File: src/fawp_pkg.sv
/*
  Package for the flash access and write protection block: register
  offsets, field positions, reset values, access source codes and the
  carrier structs shared by the design and its surroundings.
  Assumes a 10 MHz system clock and a synchronous active-high reset.
*/
package fawp_pkg;

  // ------------------------------------------------------------------
  // register map (byte addresses on the plain register port)
  // ------------------------------------------------------------------
  localparam logic [23:0] NV_ACCESS_DEBUG_PROTECT_ADDR = 24'h08dfb8;
  localparam logic [23:0] NV_PROTECT_DISABLE_CHAIN_ADDR = 24'h08dfbc;
  localparam logic [23:0] NV_SECTOR_WRITE_PROTECT_ADDR = 24'h08dfb4;
  localparam logic [23:0] NV_PROTECT_REENABLE_CHAIN_ADDR = 24'h08dfbe;
  localparam logic [23:0] TEMP_ACCESS_UNPROTECT_ADDR = 24'h0e0000;
  localparam logic [23:0] PROTECT_STATUS_ADDR = 24'h0e0002;

  // ------------------------------------------------------------------
  // fields and reset values
  // ------------------------------------------------------------------
  localparam int ACCESS_PROTECT_POS = 0;
  localparam int DEBUG_PROTECT_POS = 1;
  localparam int TEMP_UNPROTECT_POS = 0;
  localparam int NUM_SECTORS = 10;
  localparam int NUM_CHAIN = 16;
  localparam logic [15:0] NV_ACCESS_DEBUG_PROTECT_RESET = 16'hacff;
  localparam logic [15:0] NV_CHAIN_ERASED = 16'hffff;
  // all protections forced while the cells are not yet loaded
  localparam logic [15:0] FORCED_PROTECT = 16'h0000;
  localparam logic [15:0] TEMP_ACCESS_UNPROTECT_RESET = 16'h0000;
  localparam logic [15:0] PROTECT_TRAP_VECTOR = 16'h009b;
  localparam logic [15:0] DUMMY_READ_DATA = 16'hffff;

  // flash address window and flash control register window
  localparam logic [23:0] FLASH_BASE = 24'h000000;
  localparam logic [23:0] FLASH_TOP = 24'h03ffff;
  localparam logic [23:0] FLASH_REG_BASE = 24'h080000;
  localparam logic [23:0] FLASH_REG_TOP = 24'h08ffff;
  localparam logic [23:0] SECTOR_BOUNDARY [10] = '{24'h002000, 24'h004000,
    24'h006000, 24'h008000, 24'h010000, 24'h018000, 24'h020000, 24'h028000,
    24'h030000, 24'h038000};

  // ------------------------------------------------------------------
  // types
  // ------------------------------------------------------------------
  typedef enum logic [1:0] {
    FAWP_SRC_FLASH = 2'b00,
    FAWP_SRC_INTERNAL_RAM = 2'b01,
    FAWP_SRC_EXTENSION_RAM = 2'b10,
    FAWP_SRC_EXT = 2'b11
  } fawp_src_e;

  typedef enum logic [1:0] {
    FAWP_LOAD = 2'b00,
    FAWP_RUN = 2'b01
  } fawp_state_e;

  // data access from the core or the event transfer unit
  typedef struct packed {
    logic valid;
    logic write;
    logic jump;
    logic event_xfer;
    logic [23:0] addr;
  } fawp_access_s;

  typedef struct packed {
    logic allow;
    logic dummy;
    logic trap;
    logic [15:0] trap_vector;
  } fawp_verdict_s;

  // set-protection request from the program sequencer
  typedef struct packed {
    logic valid;
    logic [23:0] addr;
    logic [15:0] data;
  } fawp_setprot_s;

endpackage

File: src/fawp_protect.sv
/*
  Flash access and write protection logic: volatile copies of the four
  one-time-programmable protection registers, the temporary unprotect
  bit, and the per-access verdict for core and event transfer accesses.
  Assumes the nonvolatile cells arrive on nv_* ports and stay stable.
*/
// The implementer's own choice: the plain strobed port.
// What this block does
// - four one-time-programmable protection registers: sector write plus three access
// - sector write-protect bit at 0 blocks all writes to that sector
// - access-protect bit 0 refuses flash data access unless fetched from flash
// - debug-protect bit erased allows debug bypass; programmed disables debug
// - disable bit x at 0 with reenable x at 1 cancels access protect
// - disable bit 0 programmable only after debug and access bits are 0
// - disable bit x programmable only after reenable bit x-1 is 0
// - reenable bit x at 0 with disable x+1 erased restores protection
// - reenable bit x programmable only after disable bit x is 0
// - temporary unprotect bit at 1 suspends access protection
// - temporary unprotect writes ignored unless fetched from flash
// - protected exactly when access bit 0 not cancelled by the disable/reenable chain and temporary bit 0
// - at most sixteen permanent disable then reenable cycles
// - protected flash writes from ram or external memory are discarded
// - protected flash reads from elsewhere return dummy data and trap
// - protected flash blocks event transfer data reads and writes
// - jumps into flash and reads of other memories always allowed
// - protected flash rejects flash control register writes
// - reset forces protections, then loads four volatile copies once
// - set-protection rejected if issued by code fetched from flash, while access protected, or at an unknown address
`timescale 1ns/1ns
`default_nettype none

module fawp_protect (
  input wire logic clk,
  input wire logic reset,
  input wire logic [15:0] nv_sector_write_protect,
  input wire logic [15:0] nv_access_debug_protect,
  input wire logic [15:0] nv_protect_disable_chain,
  input wire logic [15:0] nv_protect_reenable_chain,
  input wire logic fetch_valid,
  input wire fawp_pkg::fawp_src_e fetch_src,
  input wire fawp_pkg::fawp_access_s access,
  output fawp_pkg::fawp_verdict_s verdict,
  input wire fawp_pkg::fawp_setprot_s setprot,
  output logic setprot_accept,
  output logic setprot_reject,
  output logic debug_enable,
  output logic access_protected,
  input wire logic [23:0] reg_addr,
  input wire logic [15:0] reg_wdata,
  input wire logic reg_write,
  input wire logic reg_read,
  output logic [15:0] reg_rdata
);

  // ------------------------------------------------------------------
  // state
  // ------------------------------------------------------------------
  typedef struct packed {
    fawp_pkg::fawp_state_e state;
    logic [15:0] sector_wp;
    logic [15:0] acc_dbg;
    logic [15:0] protect_disable_bits;
    logic [15:0] protect_reenable_bits;
    logic temp_unprotect;
    fawp_pkg::fawp_src_e exec_src;
    fawp_pkg::fawp_verdict_s verdict;
    logic setprot_accept;
    logic setprot_reject;
    logic [15:0] rdata;
  } fawp_state_s;

  fawp_state_s r;
  fawp_state_s next_r;

  // ------------------------------------------------------------------
  // helpers
  // ------------------------------------------------------------------
  function automatic logic in_range(input logic [23:0] a, input logic [23:0] lo,
                                    input logic [23:0] hi);
    in_range = (a >= lo) && (a <= hi);
  endfunction

  function automatic logic [3:0] sector_of(input logic [23:0] a);
    logic [3:0] s;
    s = 4'h9;
    for (int i = fawp_pkg::NUM_SECTORS - 1; i >= 0; i--) begin
      if (a < fawp_pkg::SECTOR_BOUNDARY[i]) begin
        s = 4'(i);
      end
    end
    sector_of = s;
  endfunction

  // set when the disable/reenable chain cancels the access protect bit
  function automatic logic chain_disabled(input logic [15:0] protect_disable_bits, input logic [15:0] protect_reenable_bits);
    logic d;
    d = 1'b0;
    for (int x = 0; x < fawp_pkg::NUM_CHAIN; x++) begin
      if (!protect_disable_bits[x] && protect_reenable_bits[x]) begin
        d = 1'b1;
      end
    end
    chain_disabled = d;
  endfunction

  // ------------------------------------------------------------------
  // protection decision
  // ------------------------------------------------------------------
  logic protected_now;
  logic access_flag;
  logic from_flash;

  always_comb begin
    access_flag = r.acc_dbg[fawp_pkg::ACCESS_PROTECT_POS] ||
                  chain_disabled(r.protect_disable_bits, r.protect_reenable_bits);
    protected_now = !access_flag && !r.temp_unprotect;
    from_flash = (r.exec_src == fawp_pkg::FAWP_SRC_FLASH);
  end

  // ------------------------------------------------------------------
  // next state
  // ------------------------------------------------------------------
  logic in_flash;
  logic in_regs;
  logic [3:0] sect;
  logic [15:0] d;
  logic [15:0] ok;

  always_comb begin
    next_r = r;
    in_flash = in_range(access.addr, fawp_pkg::FLASH_BASE, fawp_pkg::FLASH_TOP);
    in_regs = in_range(access.addr, fawp_pkg::FLASH_REG_BASE, fawp_pkg::FLASH_REG_TOP);
    sect = sector_of(access.addr);
    d = setprot.data;
    ok = 16'h0000;
    next_r.verdict = '0;
    next_r.setprot_accept = 1'b0;
    next_r.setprot_reject = 1'b0;
    next_r.rdata = 16'h0000;

    case (r.state)
      fawp_pkg::FAWP_LOAD: begin
        // single read of the cells after reset; forced values held until then
        next_r.sector_wp = nv_sector_write_protect;
        next_r.acc_dbg = nv_access_debug_protect;
        next_r.protect_disable_bits = nv_protect_disable_chain;
        next_r.protect_reenable_bits = nv_protect_reenable_chain;
        next_r.state = fawp_pkg::FAWP_RUN;
      end
      fawp_pkg::FAWP_RUN: begin
        if (fetch_valid) begin
          next_r.exec_src = fetch_src;
        end

        if (access.valid) begin
          next_r.verdict.allow = 1'b1;
          if (access.jump) begin
            next_r.verdict.allow = 1'b1;
          end else if (in_flash) begin
            if (protected_now && (access.event_xfer || !from_flash)) begin
              next_r.verdict.allow = 1'b0;
              if (!access.write) begin
                next_r.verdict.dummy = 1'b1;
                next_r.verdict.trap = !access.event_xfer;
                next_r.verdict.trap_vector = fawp_pkg::PROTECT_TRAP_VECTOR;
              end
            end else if (access.write && !r.sector_wp[sect]) begin
              next_r.verdict.allow = 1'b0;
            end
          end else if (in_regs && access.write && protected_now) begin
            next_r.verdict.allow = 1'b0;
          end
        end

        if (setprot.valid) begin
          // programming only clears bits; the disable and reenable chain bits are guarded by their chain order
          if (from_flash) begin
            next_r.setprot_reject = 1'b1;
          end else if (protected_now) begin
            // control registers locked, so no set-protection can start yet
            next_r.setprot_reject = 1'b1;
          end else if (setprot.addr == fawp_pkg::NV_SECTOR_WRITE_PROTECT_ADDR) begin
            next_r.sector_wp = r.sector_wp & d;
            next_r.setprot_accept = 1'b1;
          end else if (setprot.addr == fawp_pkg::NV_ACCESS_DEBUG_PROTECT_ADDR) begin
            next_r.acc_dbg = r.acc_dbg & d;
            next_r.setprot_accept = 1'b1;
          end else if (setprot.addr == fawp_pkg::NV_PROTECT_DISABLE_CHAIN_ADDR) begin
            ok[0] = !r.acc_dbg[fawp_pkg::ACCESS_PROTECT_POS] &&
                    !r.acc_dbg[fawp_pkg::DEBUG_PROTECT_POS];
            for (int x = 1; x < fawp_pkg::NUM_CHAIN; x++) begin
              ok[x] = !r.protect_reenable_bits[x-1];
            end
            next_r.protect_disable_bits = r.protect_disable_bits & (d | ~ok);
            next_r.setprot_accept = 1'b1;
            next_r.setprot_reject = |(~d & ~ok & r.protect_disable_bits);
          end else if (setprot.addr == fawp_pkg::NV_PROTECT_REENABLE_CHAIN_ADDR) begin
            ok = ~r.protect_disable_bits;
            next_r.protect_reenable_bits = r.protect_reenable_bits & (d | ~ok);
            next_r.setprot_accept = 1'b1;
            next_r.setprot_reject = |(~d & ~ok & r.protect_reenable_bits);
          end else begin
            next_r.setprot_reject = 1'b1;
          end
        end

        if (reg_write && reg_addr == fawp_pkg::TEMP_ACCESS_UNPROTECT_ADDR && from_flash) begin
          next_r.temp_unprotect = reg_wdata[fawp_pkg::TEMP_UNPROTECT_POS];
        end
      end
      default: begin
        next_r.state = fawp_pkg::FAWP_LOAD;
      end
    endcase

    if (reg_read) begin
      if (reg_addr == fawp_pkg::NV_SECTOR_WRITE_PROTECT_ADDR) begin
        next_r.rdata = r.sector_wp;
      end else if (reg_addr == fawp_pkg::NV_ACCESS_DEBUG_PROTECT_ADDR) begin
        next_r.rdata = r.acc_dbg;
      end else if (reg_addr == fawp_pkg::NV_PROTECT_DISABLE_CHAIN_ADDR) begin
        next_r.rdata = r.protect_disable_bits;
      end else if (reg_addr == fawp_pkg::NV_PROTECT_REENABLE_CHAIN_ADDR) begin
        next_r.rdata = r.protect_reenable_bits;
      end else if (reg_addr == fawp_pkg::TEMP_ACCESS_UNPROTECT_ADDR) begin
        next_r.rdata = {15'h0, r.temp_unprotect};
      end else if (reg_addr == fawp_pkg::PROTECT_STATUS_ADDR) begin
        next_r.rdata = {13'h0, (r.state == fawp_pkg::FAWP_RUN), from_flash, protected_now};
      end else begin
        next_r.rdata = 16'h0000;
      end
    end
  end

  // ------------------------------------------------------------------
  // registers
  // ------------------------------------------------------------------
  always_ff @(posedge clk) begin
    if (reset) begin
      r.state <= fawp_pkg::FAWP_LOAD;
      r.sector_wp <= fawp_pkg::FORCED_PROTECT;
      r.acc_dbg <= fawp_pkg::FORCED_PROTECT;
      r.protect_disable_bits <= fawp_pkg::NV_CHAIN_ERASED;
      r.protect_reenable_bits <= fawp_pkg::FORCED_PROTECT;
      r.temp_unprotect <= fawp_pkg::TEMP_ACCESS_UNPROTECT_RESET[0];
      r.exec_src <= fawp_pkg::FAWP_SRC_EXT;
      r.verdict <= '0;
      r.setprot_accept <= 1'b0;
      r.setprot_reject <= 1'b0;
      r.rdata <= 16'h0000;
    end else begin
      r <= next_r;
    end
  end

  // ------------------------------------------------------------------
  // outputs
  // ------------------------------------------------------------------
  assign verdict = r.verdict;
  assign setprot_accept = r.setprot_accept;
  assign setprot_reject = r.setprot_reject;
  // forced low while loading so debug cannot slip through at reset
  assign debug_enable = (r.state == fawp_pkg::FAWP_RUN) &&
                        r.acc_dbg[fawp_pkg::DEBUG_PROTECT_POS];
  assign access_protected = protected_now;
  assign reg_rdata = r.rdata;

endmodule

`default_nettype wire

File: config.mk
export PLATFORM = sky130hd
export DESIGN_NAME = fawp_protect
export DESIGN_NICKNAME = d
export VERILOG_FILES = /design/src/fawp_pkg.sv /design/src/fawp_protect.sv
export SDC_FILE = /design/constraint.sdc
export NUM_CORES = 1
export LEC_CHECK = 0
export ABC_AREA = 1
export BUFFER_PORTS_ARGS = -buffer_cell sky130_fd_sc_hd__buf_2
export CELL_PAD_IN_SITES_DETAIL_PLACEMENT = 1
export CELL_PAD_IN_SITES_GLOBAL_PLACEMENT = 1
export CORE_UTILIZATION = 34
export CTS_CLUSTER_DIAMETER = 40
export DETAILED_ROUTE_END_ITERATION = 8
export PLACE_DENSITY = 0.77
export SLEW_MARGIN = 30
export SYNTH_ARGS = -nofsm -noshare
export SYNTH_HDL_FRONTEND = slang
export SYNTH_SLANG_ARGS = --single-unit
File: constraint.sdc
create_clock -name clk -period 1.85 [get_ports clk]
set_input_delay 0.0925 -clock clk [delete_from_list [all_inputs] [get_ports clk]]
set_output_delay 0.0925 -clock clk [all_outputs]
set_load 0.02 [all_outputs]
==> metrics.txt, run 1 <==
outcome=finished, final reports clean; biggest area consumer among synthesized cells=dfxtp_1; final critical-path share of the clock period=just under 100%; maximum clock path buffer count=2; 1st-pass router iterations=5; all-layer global routing usage=between 20% and 30%; starting utilization of the core area=35.2%; Synth area leaders=dfxtp_1 (30%), nand2_1 (9.8%), inv_1 (6.9%); Via density=approximately 5.2; Synth Cell Area=5900 um^2; synth warn=0; chip height=between 100 and 150 um; routed wire length per instance=roughly 17 um; number of nets with antenna violations after routing=0; sum of routed wire length over all layers=22.4 mm; detailed-placement wirelength estimate=17.5 mm; fill cell count=~2,300; CTS tree=yes; leading cell type by number of instances after synthesis=nand2_1; layout cells sized above 1=between 20% and 30%; xor/xnor cell area share of the yosys netlist=0%; total via count after detailed routing=6,862; Primary FF master, synth=dfxtp_1; final worst slack=57.5 ps; gp weighted congestion=~0.83; post-CTS clock slew at the launch and capture registers of the worst setup and hold paths=approximately 70 ps; IR Drop Worst-Case VDD=0.431 mV; count of final hold-check violations=0; hold slack final=12.5 ps; post-synthesis adder-cell area fraction=0%; Residual DRC=0; Pleak=0.00351 uW; Die ar.=between 15,000 and 20,000 um^2; post-synthesis instance total=896; antenna violations before repair=0; die boundary width=between 100 and 150 um; mux share of post-synthesis cell area=0%; Setup Viol. Count Final=0; wire length of the first global-routing pass=around 35 mm; pins over their slew limit=0; number of global-route vias before repair=6,882; Top Ports=~220; Cell Pwr Density=between 700 and 800 nW/um^2; post-synthesis area per instance=6.59 um^2; H-tree depth reported by CTS=3; site row count=47; Area Growth Syn to Fin=29.4%; count of flip-flops with a built-in enable after synthesis=0; critical-path maximum fanout=32; sequential cell area fraction in the yosys report=about 30%; leading post-synthesis cells by instance count=nand2_1 (154), inv_1 (109), dfxtp_1 (89), o21ai_0 (78), nor2_1 (67); clock period minus final worst setup slack=roughly 1800 ps; clock tree skew after final layout=~10 ps; number of max-capacitance violations reported=0; Core Area=~17,000 um^2; Skew-Pair Late Insertion Delay=around 350 ps; DP Worst Slack=3.10 ps; category of the worst setup path launch point=register; Compound-Gate Fraction of Synth Area=between 20% and 30%; area of the multi-input gates=~3300 um^2; clk root buf=clkbuf_16; Worst Path Arrival=roughly 2000 ps; residual overflow from global routing=0; relative slew slack=between 60% and 70%; required time at the worst-slack endpoint=2080 ps; critical path class=register to register; main combinational cell family by area after synthesis=simple AND/OR/NAND/NOR gates; # port buffers=179; flops & latches, synth=about 90; Max Clock Freq=roughly 560 MHz; maximum number of pins on one net before global-route repair=68; Synth top area share=between 30 and 40%; synthesized-area fraction occupied by and/or/nand/nor cells=between 20% and 30%; number of DRC markers after the initial detailed-route iteration=458; CTS Buf Count=9; area taken by flip-flops and latches=between 1500 and 2000 um^2; kind of end point of the critical path=register; hold crit path type=input port to register; total clock sinks=89; net total in the final layout=between 1,000 and 1,500; worst-margin pin slew=569 ps; ant diodes=0; Synth async-reset ratio=0%; number of different library cells in the post-synthesis netlist=48
==> stage by stage <==
stage	util (%)	setup TNS, ps	instances	total power, uW	instance area (um^2)
2_1_floorplan	-	0	906	2950	5940
5_1_grt	45.6	-300	1316	5890	7640
6_report	45.6	0	1316	5630	7640
3_5_place_dp	42.7	0	1293	3550	7150
3_3_place_gp	42.7	0	1293	3500	7150
4_1_cts	44.9	0	1313	5580	7520
==> cell type report <==
| type | instances | share of cell area (%) |
|---|---|---|
| multi-input combinational | 626 | 43.0 |
| sequential | 89 | 23.4 |
| timing repair buffer | 245 | 19.7 |
| inverter | 120 | 5.93 |
| tap | 220 | 3.60 |
| clock buffer | 10 | 3.13 |
| clock inverter | 6 | 1.18 |
==> kinds of logic (layout without fill, tap and decap cells) <==
kind of cell	count (synthesis)	in the layout
buffers and inverters	191	381
AOI/OAI and AO/OA	267	267
DFF	89	89
other	1	11
and+or+nand+nor	348	348
==> where the power goes <==
group / total [uW] / internal, uW / switching (uW)
Clock: 2030 / 1230 / 808
Sequential: 2160 / 2070 / 89.3
Combinational: 1440 / 577 / 865
==> layer usage <==
layer | GRT usage (%) | wire [um]
met4 | 5.93 | 283
met1 | 33.5 | 10500
met3 | 3.16 | 1060
met2 | 42.1 | 10500
met5 | 0 | 0
==> state kept, by name, indices dropped and copies added (netlist names) <==
| name | cells |
|---|---|
| verdict | 3 |
| r | 68 |
| reg_rdata | 16 |
| setprot_accept | 1 |
| setprot_reject | 1 |
==> worst max-delay path, cell delays in order, from the launching register on <==
cell and delay [ps]:
dfxtp_1 320, inv_2 70, nand2_1 60, o21ai_1 120, nor2_2 70, o211ai_2 90
nor2_4 70, o21ai_4 280, nand3_2 160, buf_12 190, o21ai_0 180, a21oi_1 60
==> cell usage in the layout, fill, tap and decap left out, drive strengths merged, types with 6 or more instances in the layout <==
master and instances:
or2 6, inv 121, o31ai 16, o211ai 29, dfxtp 89, nand3b 17, nand2 155, a21oi 75
conb 11, nand4 13, nor3 24, clkbuf 12, nor2 70, buf 239, o21ai 125, nand3 53
nor4 8
==> repair_timing <==
action,4_1_cts,5_1_grt
cloned,0,2
hold endpoints to repair,4,0
endpoints found under the setup margin,9,49
buffers inserted,0,1
pin swaps,1,7
hold buffers,4,0
gates resized for setup,1,21
==> worst paths after layout <==
check / from / endpoint / slack (ps) / cells after the start
worst min-delay path: nv_sector_write_protect[10] / r[98] / 10 / 3
worst max register to register: r[61] / r[87] / 60 / 11
worst max-delay path: r[61] / r[87] / 60 / 11
worst min register to register: r[42] / r[42] / 470 / 2
Note: power is estimated with default switching activity, not from simulation.
==> run 2, diff against run 1 <==
--- a/config.mk
+++ b/config.mk
@@ -5,14 +5,14 @@
 export SDC_FILE = /design/constraint.sdc
 export NUM_CORES = 1
 export LEC_CHECK = 0
-export ABC_AREA = 1
 export BUFFER_PORTS_ARGS = -buffer_cell sky130_fd_sc_hd__buf_2
+export CAP_MARGIN = 20
 export CELL_PAD_IN_SITES_DETAIL_PLACEMENT = 1
 export CELL_PAD_IN_SITES_GLOBAL_PLACEMENT = 1
 export CORE_UTILIZATION = 34
 export CTS_CLUSTER_DIAMETER = 40
 export DETAILED_ROUTE_END_ITERATION = 8
-export PLACE_DENSITY = 0.77
+export PLACE_DENSITY = 0.76
 export SLEW_MARGIN = 30
 export SYNTH_ARGS = -nofsm -noshare
 export SYNTH_HDL_FRONTEND = slang
==> metrics.txt, run 2 <==
timing endpoint of the critical path=r[49]; number of flip-flops in the largest register=around 70; most frequent standard cell in the layout excluding fill and tap cells=buf_2; residual overflow from global routing=0; fill cell count=roughly 1,700; total via count after detailed routing=between 5,000 and 6,000; Setup Viol. Count Final=71; register containing the most flip-flops in the final layout=r; routed wire length per instance=21.6 um; worst-margin pin slew=between 700 and 800 ps; Worst Path Arrival=2500 ps; post-placement cell area=approximately 6300 um^2; post-synthesis area per instance=~8.5 um^2; count of flip-flops with a built-in enable after synthesis=0; endpoint of the most critical register-to-register path=r[49]; net total in the final layout=between 900 and 1,000; Sum Neg Setup Slack=-19,780 ps; site row count=43; layout cells sized above 1=a little under two fifths; violated checks=negative setup slack; launch instance of the worst register-to-register path=r[48]; Max Clock Freq=~450 MHz; final worst slack=-380 ps; Final Power=roughly 5100 uW; detailed-placement wirelength estimate=about 15 mm; clock period minus final worst setup slack=between 2000 and 2500 ps; number of nets with antenna violations after routing=0; antenna violations before repair=1; Die ar.=between 15,000 and 20,000 um^2; number of global-route vias before repair=approximately 5,800; kind of end point of the critical path=register; Core Area=14,100 um^2; 1st-pass router iterations=9; Residual DRC=0; maximum clock path buffer count=2; Synth Cell Area=about 5000 um^2; pins over their slew limit=0; count of final hold-check violations=0; Primary FF master, synth=dfxtp_1; clock tree skew after final layout=around 5.4 ps; DP Worst Slack=-287 ps; sequential cell area fraction in the yosys report=35.6%; number of different library cells in the post-synthesis netlist=~60; critical-path cell with the highest stage delay=dfxtp_2; hold crit path type=input port to register; synth warn=0; critical path class=register to register; all-layer global routing usage=a little over a quarter; Skew-Pair Late Insertion Delay=between 300 and 400 ps; flops & latches, synth=89; Pleak=0.00312 uW; leading post-synthesis cells by instance count=dfxtp_1 (89), nor2_1 (58), nand2_1 (49), a21oi_1 (42), buf_4 (36); number of DRC markers after the initial detailed-route iteration=601; maximum number of pins on one net before global-route repair=68; area of the multi-input gates=just over 3000 um^2; biggest area consumer among synthesized cells=dfxtp_1; CTS tree=yes; worst stage delay on the critical path=320 ps; Cell Pwr Density=slightly above 700 nW/um^2; relative slew slack=51.8%; sum of routed wire length over all layers=approximately 22 mm; category of the worst setup path launch point=register; Area Growth Syn to Fin=44.6%; Setup crit start=r[48]; Synth area leaders=dfxtp_1 (36%), mux2i_1 (6.8%), buf_4 (5.4%); final critical-path share of the clock period=121%; Critical Path, Cell by Cell=nor2b_4, a2111oi_4, buf_4, nand4_1, buf_4, buf_6, o211ai_1, buf_4, buf_12, o311ai_1, a21oi_1; area taken by flip-flops and latches=approximately 1800 um^2; wire length of the first global-routing pass=31.1 mm; critical-path maximum fanout=8; commonest cells after routing, fill and taps aside=buf_2 (177), dfxtp_1 (85), nor2_1 (58); number of max-capacitance violations reported=0; Cells on Worst Hold Path=3; required time at the worst-slack endpoint=2120 ps; post-synthesis instance total=about 590; # port buffers=between 150 and 200; cell mode on critical path=buf_4; RSZ-0062 raised after global routing=yes; leading cell type by number of instances after synthesis=dfxtp_1; Synth top area share=a little over a third; Synth async-reset ratio=0%; starting utilization of the core area=between 30% and 40%; clk root buf=clkbuf_16; gp weighted congestion=~0.9; Top Ports=219; total clock sinks=89; chip height=123 um; cell depth of the worst flop-to-flop path=11; Via density=between 5 and 6; die boundary width=between 100 and 150 um; IR Drop Worst-Case VDD=0.493 mV; H-tree depth reported by CTS=3; outcome=finished, violations left; CTS Buf Count=9; Register-to-Register Setup Slack=-380 ps; Finished Cell Area=approximately 7200 um^2; post-CTS clock slew at the launch and capture registers of the worst setup and hold paths=~70 ps
-- run 2: cell types whose count changed in the layout (fill, tap and decap cells not counted), moves of 34 or more --
| cell | previous run | this run |
|---|---|---|
| nand3_1 | 49 | 7 |
| o21ai_0 | 76 | 2 |
| o21ai_1 | 44 | 2 |
| inv_1 | 107 | 9 |
| nand2_1 | 153 | 49 |
| mux2i_1 | 0 | 34 |
-- run 2: cell families after synthesis --
family / synth area share [%]
compound gates: 23.1
buf+inv: 8.69
flops: 35.6
mux: 7.03
other cells: 0.0750
simple gates: 25.4
-- run 2: power breakdown --
part           switching (uW)  internal [uW]
Clock                     824           1190
Combinational             550            484
Sequential               68.0           2010
-- run 2: worst min path at each step --
stage                                       startpoint          end
after floorplan                             access[24]  verdict[16]
after global placement                      access[24]  verdict[16]
after detailed placement                    access[24]  verdict[16]
after CTS                  nv_protect_disable_chain[3]        r[59]
after global routing      nv_protect_reenable_chain[4]        r[44]
final                      nv_protect_disable_chain[3]        r[59]
-- run 2: per-layer routing --
layer	GRT usage (%)	vias to the layer above	part of all wire [%]
met5	0	-	0
met4	11.1	0	3.1
met3	2.49	50	7.2
met2	45.1	295	49
met1	35.3	2807	41
li1	-	2619	-
-- run 2: timing repair --
action | 4_1_cts | 5_1_grt
buffers inserted | 6 | 2
resized for setup | 23 | 35
hold endpoints to repair | 21 | 0
pin swaps | 12 | 15
setup endpoints to repair | 71 | 72
gates cloned | 2 | 0
hold buffers | 21 | 0
-- run 2: layout make-up --
| cell class | count | share of cell area, % |
|---|---|---|
| antenna | 1 | 0.0346 |
| clock buffer | 10 | 3.17 |
| clock inverter | 6 | 1.25 |
| inverter | 11 | 0.606 |
| multi-input combinational | 431 | 42.6 |
| sequential | 89 | 24.7 |
| tap | 180 | 3.12 |
| timing repair buffer | 268 | 24.5 |
-- run 2: worst max-delay path, delay by kind of cell, from the launching register on --
| family | cells | cell delay, ps |
|---|---|---|
| compound gates | 4 | 760 |
| buf+inv | 5 | 810 |
| flops | 1 | 320 |
| simple gates | 2 | 260 |
-- run 2: through the flow --
stage / std cells / hold WS, ps / util (%)
2_1_floorplan: 597 / 170 / -
3_3_place_gp: 948 / 279 / 44.7
3_5_place_dp: 948 / 283 / 44.7
4_1_cts: 993 / 0.287 / 49.5
5_1_grt: 996 / 19.7 / 51.3
6_report: 996 / 10.6 / 51.3
